==> src/logic/xcvr_pkg.sv <==
// Constants and types shared by the registered bus transceiver
package xcvr_pkg;
   localparam int unsigned BUS_W         = 8;
   localparam logic [7:0]  DATA_RST      = 8'h00;
   localparam int unsigned BUF_DEPTH     = 2;
   localparam int unsigned SYNC_STAGES   = 3;
   localparam logic [2:0]  SYNC_RST      = 3'h0;
   localparam logic [2:0]  SYNC_RST_HI   = 3'h7;
   localparam logic [1:0]  SETTLE_RST    = 2'h0;
   // Cycles after reset until the clock synchroniser holds real pin samples
   localparam logic [1:0]  SETTLE_END    = 2'h3;
   typedef logic [BUS_W-1:0] byte_t;
endpackage

==> src/logic/xcvr_top.sv <==
// Octal registered bidirectional bus transceiver, two independent directions
// Behaviour
// - Two separate 8-bit registers, one per direction
// - Rising capture clock loads source byte
// - Capture enable high ignores clock edges
// - No rising edge keeps stored byte
// - Drive enable low drives stored byte
// - Drive enable high releases destination port
// - Bytes pass through without inversion
// - B to A path mirrors A to B
`timescale 1ns/1ps
module xcvr_top
   import xcvr_pkg::*;
(
   input  wire logic  core_clk_i,
   input  wire logic  nrst_i,
   input  wire logic  a_to_b_capture_clock_i,
   input  wire logic  a_to_b_capture_enable_n_i,
   input  wire logic  a_to_b_drive_enable_n_i,
   input  wire logic  b_to_a_capture_clock_i,
   input  wire logic  b_to_a_capture_enable_n_i,
   input  wire logic  b_to_a_drive_enable_n_i,
   input  wire byte_t port_a_i,
   output byte_t      port_a_o,
   output logic [7:0] port_a_oe_o,
   input  wire byte_t port_b_i,
   output byte_t      port_b_o,
   output logic [7:0] port_b_oe_o,
   output logic       a_to_b_overrun_o,
   output logic       b_to_a_overrun_o
);
   ////////////////////////////////////////////////////////////////////////////
   // Direction 0 is A to B, direction 1 is B to A
   logic  [1:0] clk_pin;
   logic  [1:0] cen_pin;
   logic  [1:0] oe_pin;
   byte_t       src_pin [2];
   byte_t       dst_q [2];
   logic  [1:0] dst_oe;
   logic  [1:0] ovr;

   assign clk_pin    = {b_to_a_capture_clock_i, a_to_b_capture_clock_i};
   assign cen_pin    = {b_to_a_capture_enable_n_i, a_to_b_capture_enable_n_i};
   assign oe_pin     = {b_to_a_drive_enable_n_i, a_to_b_drive_enable_n_i};
   assign src_pin[0] = port_a_i;
   assign src_pin[1] = port_b_i;

   // Agreement of two late stages filters a single-cycle glitch
   function automatic logic agreed(input logic [2:0] s, input logic prev);
      agreed = (s[2] == s[1]) ? s[2] : prev;
   endfunction

   genvar d;
   generate
      for (d = 0; d < 2; d++) begin : g_dir
         // Pin synchronisers, newest sample in bit 0, and filtered levels
         logic [2:0] clk_s_r;
         logic [2:0] clk_s_nxt;
         logic [2:0] cen_s_r;
         logic [2:0] cen_s_nxt;
         logic [2:0] oe_s_r;
         logic [2:0] oe_s_nxt;
         logic       clk_lv_r;
         logic       clk_lv_nxt;
         logic       cen_lv_r;
         logic       cen_lv_nxt;
         logic       oe_lv_r;
         logic       oe_lv_nxt;
         // Source byte, delayed by as many stages as the clock pin
         byte_t      dat_s1_r;
         byte_t      dat_s1_nxt;
         byte_t      dat_s2_r;
         byte_t      dat_s2_nxt;
         byte_t      dat_s3_r;
         byte_t      dat_s3_nxt;
         // Settling guard after reset
         logic [1:0] settle_r;
         logic [1:0] settle_nxt;
         logic       armed_r;
         logic       armed_nxt;
         // Capture strobe, buffer handshake and stored byte
         logic       cap;
         logic       in_rdy;
         logic       out_vld;
         logic       out_pop;
         byte_t      out_dat;
         byte_t      hold_r;
         byte_t      hold_nxt;
         logic       ovr_r;
         logic       ovr_nxt;

         //////////////////////////////////////////////////////////////////////
         // Control pins
         always_comb begin
            clk_s_nxt  = {clk_s_r[1:0], clk_pin[d]};
            cen_s_nxt  = {cen_s_r[1:0], cen_pin[d]};
            oe_s_nxt   = {oe_s_r[1:0], oe_pin[d]};
            clk_lv_nxt = agreed(clk_s_r, clk_lv_r);
            cen_lv_nxt = agreed(cen_s_r, cen_lv_r);
            oe_lv_nxt  = agreed(oe_s_r, oe_lv_r);
         end

         always_ff @(posedge core_clk_i or negedge nrst_i) begin
            if (!nrst_i) begin
               clk_s_r  <= SYNC_RST;
               cen_s_r  <= SYNC_RST_HI;
               oe_s_r   <= SYNC_RST_HI;
               clk_lv_r <= 1'b0;
               cen_lv_r <= 1'b1;
               oe_lv_r  <= 1'b1;
            end else begin
               clk_s_r  <= clk_s_nxt;
               cen_s_r  <= cen_s_nxt;
               oe_s_r   <= oe_s_nxt;
               clk_lv_r <= clk_lv_nxt;
               cen_lv_r <= cen_lv_nxt;
               oe_lv_r  <= oe_lv_nxt;
            end
         end

         //////////////////////////////////////////////////////////////////////
         // Source data delay line
         always_comb begin
            dat_s1_nxt = src_pin[d];
            dat_s2_nxt = dat_s1_r;
            dat_s3_nxt = dat_s2_r;
         end

         always_ff @(posedge core_clk_i or negedge nrst_i) begin
            if (!nrst_i) begin
               dat_s1_r <= DATA_RST;
               dat_s2_r <= DATA_RST;
               dat_s3_r <= DATA_RST;
            end else begin
               dat_s1_r <= dat_s1_nxt;
               dat_s2_r <= dat_s2_nxt;
               dat_s3_r <= dat_s3_nxt;
            end
         end

         //////////////////////////////////////////////////////////////////////
         // The filtered clock level is only real once the synchroniser has
         // been refilled; without this a clock pin resting high across a
         // reset release would be taken for a rising edge
         always_comb begin
            settle_nxt = settle_r;
            if (settle_r != SETTLE_END) begin
               settle_nxt = settle_r + 2'h1;
            end
            armed_nxt = (settle_r == SETTLE_END);
         end

         always_ff @(posedge core_clk_i or negedge nrst_i) begin
            if (!nrst_i) begin
               settle_r <= SETTLE_RST;
               armed_r  <= 1'b0;
            end else begin
               settle_r <= settle_nxt;
               armed_r  <= armed_nxt;
            end
         end

         //////////////////////////////////////////////////////////////////////
         // Clock, enable and data leave their synchronisers in step, so the
         // enable keeps the setup and hold that it had at the pins
         assign cap = armed_r && clk_lv_nxt && !clk_lv_r && !cen_lv_nxt;

         // Two-entry buffer between the capture strobe and the hold register

         xcvr_buf u_buf (
            .core_clk_i  (core_clk_i),
            .nrst_i      (nrst_i),
            .in_valid_i  (cap),
            .in_data_i   (dat_s3_r),
            .in_ready_o  (in_rdy),
            .out_valid_o (out_vld),
            .out_data_o  (out_dat),
            .out_ready_i (1'b1)
         );
         // The hold register takes every word, so the buffer never stalls
         assign out_pop = out_vld;

         //////////////////////////////////////////////////////////////////////
         // Stored byte; overrun is sticky and marks a capture that found
         // the buffer full and was therefore lost
         always_comb begin
            hold_nxt = hold_r;
            ovr_nxt  = ovr_r;
            if (out_pop) begin
               hold_nxt = out_dat;
            end
            if (cap && !in_rdy) begin
               ovr_nxt = 1'b1;
            end
         end

         always_ff @(posedge core_clk_i or negedge nrst_i) begin
            if (!nrst_i) begin
               hold_r <= DATA_RST;
               ovr_r  <= 1'b0;
            end else begin
               hold_r <= hold_nxt;
               ovr_r  <= ovr_nxt;
            end
         end

         assign dst_q[d]  = hold_r;
         assign dst_oe[d] = !oe_lv_r;
         assign ovr[d]    = ovr_r;
      end
   endgenerate

   ////////////////////////////////////////////////////////////////////////////
   // Enables are never forced on; the outside bus owner must release first
   // Every bit of a port shares its direction's enable
   assign port_b_o         = dst_q[0];
   assign port_b_oe_o      = {BUS_W{dst_oe[0]}};
   assign port_a_o         = dst_q[1];
   assign port_a_oe_o      = {BUS_W{dst_oe[1]}};
   assign a_to_b_overrun_o = ovr[0];
   assign b_to_a_overrun_o = ovr[1];
endmodule

==> src/logic/xcvr_buf.sv <==
// Two-entry skid buffer carrying one direction's captured byte to its port
`timescale 1ns/1ps
module xcvr_buf
   import xcvr_pkg::*;
(
   input  wire logic  core_clk_i,
   input  wire logic  nrst_i,
   input  wire logic  in_valid_i,
   input  wire byte_t in_data_i,
   output logic       in_ready_o,
   output logic       out_valid_o,
   output byte_t      out_data_o,
   input  wire logic  out_ready_i
);
   byte_t      mem_r [BUF_DEPTH];
   byte_t      mem_nxt [BUF_DEPTH];
   logic       wp_r, wp_nxt, rp_r, rp_nxt;
   logic [1:0] cnt_r, cnt_nxt;
   logic       push, pop;

   assign in_ready_o  = (cnt_r != 2'h2);
   assign out_valid_o = (cnt_r != 2'h0);
   assign push        = in_valid_i && in_ready_o;
   assign pop         = out_valid_o && out_ready_i;

   always_comb begin
      mem_nxt = mem_r;
      wp_nxt  = wp_r;
      rp_nxt  = rp_r;
      cnt_nxt = cnt_r;
      if (push) begin
         mem_nxt[wp_r] = in_data_i;
         wp_nxt        = ~wp_r;
      end
      if (pop) begin
         rp_nxt = ~rp_r;
      end
      if (push && !pop) begin
         cnt_nxt = cnt_r + 2'h1;
      end else if (pop && !push) begin
         cnt_nxt = cnt_r - 2'h1;
      end
   end

   always_ff @(posedge core_clk_i or negedge nrst_i) begin
      if (!nrst_i) begin
         mem_r[0] <= DATA_RST;
         mem_r[1] <= DATA_RST;
         wp_r     <= 1'b0;
         rp_r     <= 1'b0;
         cnt_r    <= 2'h0;
      end else begin
         mem_r <= mem_nxt;
         wp_r  <= wp_nxt;
         rp_r  <= rp_nxt;
         cnt_r <= cnt_nxt;
      end
   end

   assign out_data_o = mem_r[rp_r];
endmodule

==> config.mk <==
export PLATFORM = sky130hd
export DESIGN_NAME = xcvr_top
export DESIGN_NICKNAME = d
export VERILOG_FILES = /design/src/logic/xcvr_pkg.sv /design/src/logic/xcvr_top.sv /design/src/logic/xcvr_buf.sv
export SDC_FILE = /design/constraint.sdc
export NUM_CORES = 1
export LEC_CHECK = 0
export BUFFER_PORTS_ARGS = -buffer_cell sky130_fd_sc_hd__buf_2
export CAP_MARGIN = 20
export CORE_AREA = 2 2 118 120
export CTS_BUF_LIST = sky130_fd_sc_hd__clkbuf_16
export CTS_CLUSTER_DIAMETER = 40
export DETAILED_ROUTE_END_ITERATION = 8
export DIE_AREA = 0 0 120 122
export PLACE_DENSITY_LB_ADDON = 0.05
export RECOVER_POWER = 100
export SLEW_MARGIN = 15
export SYNTH_ARGS = -nofsm -noshare
export SYNTH_HDL_FRONTEND = slang
export SYNTH_SLANG_ARGS = --single-unit
==> constraint.sdc <==
create_clock -name core_clk_i -period 1.9 [get_ports core_clk_i]
set_clock_uncertainty 0.05 [all_clocks]
set_input_delay 0.19 -clock core_clk_i [delete_from_list [all_inputs] [get_ports core_clk_i]]
set_output_delay 0.19 -clock core_clk_i [all_outputs]
set_load 0.02 [all_outputs]
==> run summary <==
The flow ran to the end, and the final reports show no timing, DRC or antenna violations. The synthesized design spends more area on one cell type than any other, namely sky130_fd_sc_hd__dfrtp_1. Setup repair after global routing left no endpoint under its margin. The async set or reset register ratio after synthesis is 100%, and the leakage dissipation is 2.61 nW. The top cell family by delay on the critical path is simple AND/OR/NAND/NOR gates. The worst path in the final design needs a cycle of 1830 ps, including I/O delays and setup. The first global-routing pass estimated 11.9 mm of wire. Count of H-tree levels built during CTS: 4. In this run the tool buffered the top-level ports with 57 buffer cells. Clock latency on the worst-skew pair, taken at its later pin, is 410 ps. The net count of the finished layout came out at 397. The required arrival time at the worst endpoint was 2140 ps. The first detailed-routing pass took 4 iterations. After synthesis, flip-flops and latches occupy 74.0% of the total area. In the layout the commonest cells are sky130_fd_sc_hd__dfrtp_1 (120), sky130_fd_sc_hd__buf_2 (36), sky130_fd_sc_hd__mux2_2 (34). In this run the remaining antenna-violating nets after routing total 0. The flip-flop cell with the highest count after synthesis is sky130_fd_sc_hd__dfrtp_1. The pin count of the biggest net entering global routing is 55, and the aggregate global routing overflow is 0.

The via density per instance was 4.20; the area of the mapped netlist was 4620 um^2. In this run, distinct cell masters in the synthesized netlist total 21. Type of element capturing the critical path: a register. The library cell used most frequently in the layout, excluding fill and tap cells, is sky130_fd_sc_hd__dfrtp_1.

For this run, design rule violations remaining after detail routing come to 0. For the via count of the first global-routing pass, the log shows 2420. The flop and latch count out of synthesis was 136.

The logs give 17 for the total CTS buffers and 7.40% for the remaining max-slew budget at the tightest pin. The run gives 43 as the count of standard-cell rows. The tightest hold path in the finished design has a slack of 293 ps. In this run the cell area measured after placement is 5170 um^2. Synthesis produced 278 cells. Max-cap violations in this run came to 0. Of the cells placed in the final design, the portion with a size suffix greater than 1 is 34.0%. First-iteration detailed-routing DRC count: 71. The area share of the largest cell type after synthesis is 64.9%.

The worst-case clock buffer depth is 2. Summing over every cut layer, the via total after detailed routing is 2359. STA classifies the critical path startpoint as a register. After synthesis, the cell types taking the most area are sky130_fd_sc_hd__dfrtp_1 (65%), sky130_fd_sc_hd__dfstp_2 (9.1%), sky130_fd_sc_hd__mux2_2 (8.3%). For the global placement routability congestion, the log shows 0.708.

The total of endpoints with negative setup slack in the final report is 0. The placed wire-length estimate was 4.45 mm; the slew at the pin closest to its max-slew limit was 1390 ps. The top achievable clock speed was 547 MHz. The buffer and inverter count on the worst path is 1. On the critical path, the stage with the largest delay is an instance of sky130_fd_sc_hd__nor4b_2. The tree built by TritonCTS fans out to 136 sinks.

The logs give 0 for the number of pins exceeding their max-slew limit in the final report and 627 uV for the peak supply drop. Pin placement for this block handled 58 I/O pins. Across every metal layer, demand over resource in global routing totals 10.9%. The finished cells cover 5950 um^2.

The min-delay analysis places its worst path in the category register to register. The chip height is 122 um. The count of flip-flops with a built-in enable after synthesis works out to 0. The final setup TNS came out at 0 ps. Clock-pin slew was measured on the worst setup and hold paths at 60 ps. After detailed routing, the average wire length per cell comes to 12.5 um.

The chip width was 120 um; the net count of the mapped netlist was 306. The initial utilization of the core area, before any placement, comes to 34.2%. Each instance of the synthesized netlist takes up on average 16.6 um^2.

The largest single stage delay on the critical path is 390 ps. Placeable core region: 13500 um^2. The die covers 14600 um^2. The data arrival time at the worst-slack endpoint is 2070 ps. The buffer cell driving the clock tree root was sky130_fd_sc_hd__clkbuf_16.

TritonCTS built the clock tree. The Yosys step of the flow raised 0 warnings. The count of inserted antenna diode cells is 0.

The routed wire length was 7.02 mm; the initial antenna violation count was 0. Walking the worst path, the cells encountered are maj3_4 > nor4b_2 > buf_12 > mux2_2. The area added between synthesis and finish is 28.7%. For the hold violation total from the final report, the log shows 0. The worst setup path is of the register to register kind. After layout, the worst path uses 96.3% of the clock period.

In this run the power density over the cells is 1520 nW/um^2. Of all nets on the critical path, the largest fanout is 8. The layout has 1233 filler cells.
## metrics by stage
step	instances	power [mW]	utilization, %	setup slack, ps
after floorplan	278	5.35	-	147
after global placement	507	5.92	38.3	114
after detailed placement	507	5.97	38.3	96.5
after CTS	562	9.27	44.4	64.6
after global routing	562	9.56	44.1	4.43
final	562	9.02	44.1	71.2
## kinds of logic after synthesis
logic type      after synthesis  share of synthesized area [%]
flops                       136                           74.0
buf+inv                      20                           2.76
xor+xnor                     12                           2.27
simple gates                 32                           4.60
mux                          50                           11.7
compound gates               18                           2.06
fa+ha+maj                    10                           2.54
## cell usage after synthesis (4+ instances only)
| cell type | n |
|---|---|
| sky130_fd_sc_hd__buf_4 | 14 |
| sky130_fd_sc_hd__clkbuf_1 | 4 |
| sky130_fd_sc_hd__dfrtp_1 | 120 |
| sky130_fd_sc_hd__dfstp_2 | 16 |
| sky130_fd_sc_hd__ha_1 | 4 |
| sky130_fd_sc_hd__maj3_1 | 4 |
| sky130_fd_sc_hd__mux2_2 | 34 |
| sky130_fd_sc_hd__mux2i_1 | 16 |
| sky130_fd_sc_hd__nand2_1 | 16 |
| sky130_fd_sc_hd__nor2_1 | 6 |
| sky130_fd_sc_hd__o21ai_0 | 16 |
| sky130_fd_sc_hd__xnor2_1 | 6 |
| sky130_fd_sc_hd__xor2_1 | 6 |
## metal layers
metal	vias up	global-route usage, %	wire, um
li1	1110	-	-
met1	1188	13.8	3330
met2	56	16.0	3210
met3	5	5.10	380
met4	0	4.85	91
met5	-	0	0
## flip-flops by register name, summed over array words and instances (netlist names), 8 cells and up
| name | cells |
|---|---|
| g_dir.u_buf.mem_r | 32 |
| port_b_o | 8 |
| g_dir.dat_s1_r | 16 |
| g_dir.dat_s3_r | 16 |
| port_a_o | 8 |
| g_dir.dat_s2_r | 16 |
## path summary, 6_finish.rpt
path | cells past startpoint | start | end | slack (ps)
worst min-delay path | 0 | g_dir[0].dat_s2_r[5] | g_dir[0].dat_s3_r[5] | 290
worst min register to register | 0 | g_dir[0].dat_s2_r[5] | g_dir[0].dat_s3_r[5] | 290
min in group asynchronous | 2 | nrst_i | g_dir[0].dat_s1_r[7] | 600
worst max-delay path | 4 | g_dir[1].cen_s_r[1] | g_dir[1].u_buf.mem_r[3] | 70
max in group asynchronous | 3 | nrst_i | g_dir[0].u_buf.rp_r | 300
worst max register to register | 4 | g_dir[1].cen_s_r[1] | g_dir[1].u_buf.mem_r[3] | 70
## power by group
part	switching [mW]	total, mW	internal [mW]	leakage, nW
Combinational	0.914	1.75	0.832	0.750
Sequential	0.469	4.08	3.61	1.59
Clock	1.16	3.20	2.04	0.279
Total	2.54	9.02	6.48	2.61
## area by class of cell
class	instances	area, um^2	share of cell area [%]
sequential	136	3420	57.5
clock buffer	17	425	7.15
clock inverter	15	163	2.73
timing repair buffer	90	628	10.6
multi-input combinational	122	1080	18.1
inverter	2	7.51	0.126
tap	180	225	3.79
## what timing repair did
item | 4_1_cts | 5_1_grt
endpoints found under the hold margin | 65 | 0
setup endpoints to repair | 0 | 2
hold buffers | 23 | 0
setup buffers | 0 | 0
gates resized for setup | 0 | 3
No activity file was read; power rests on OpenSTA's default activity.
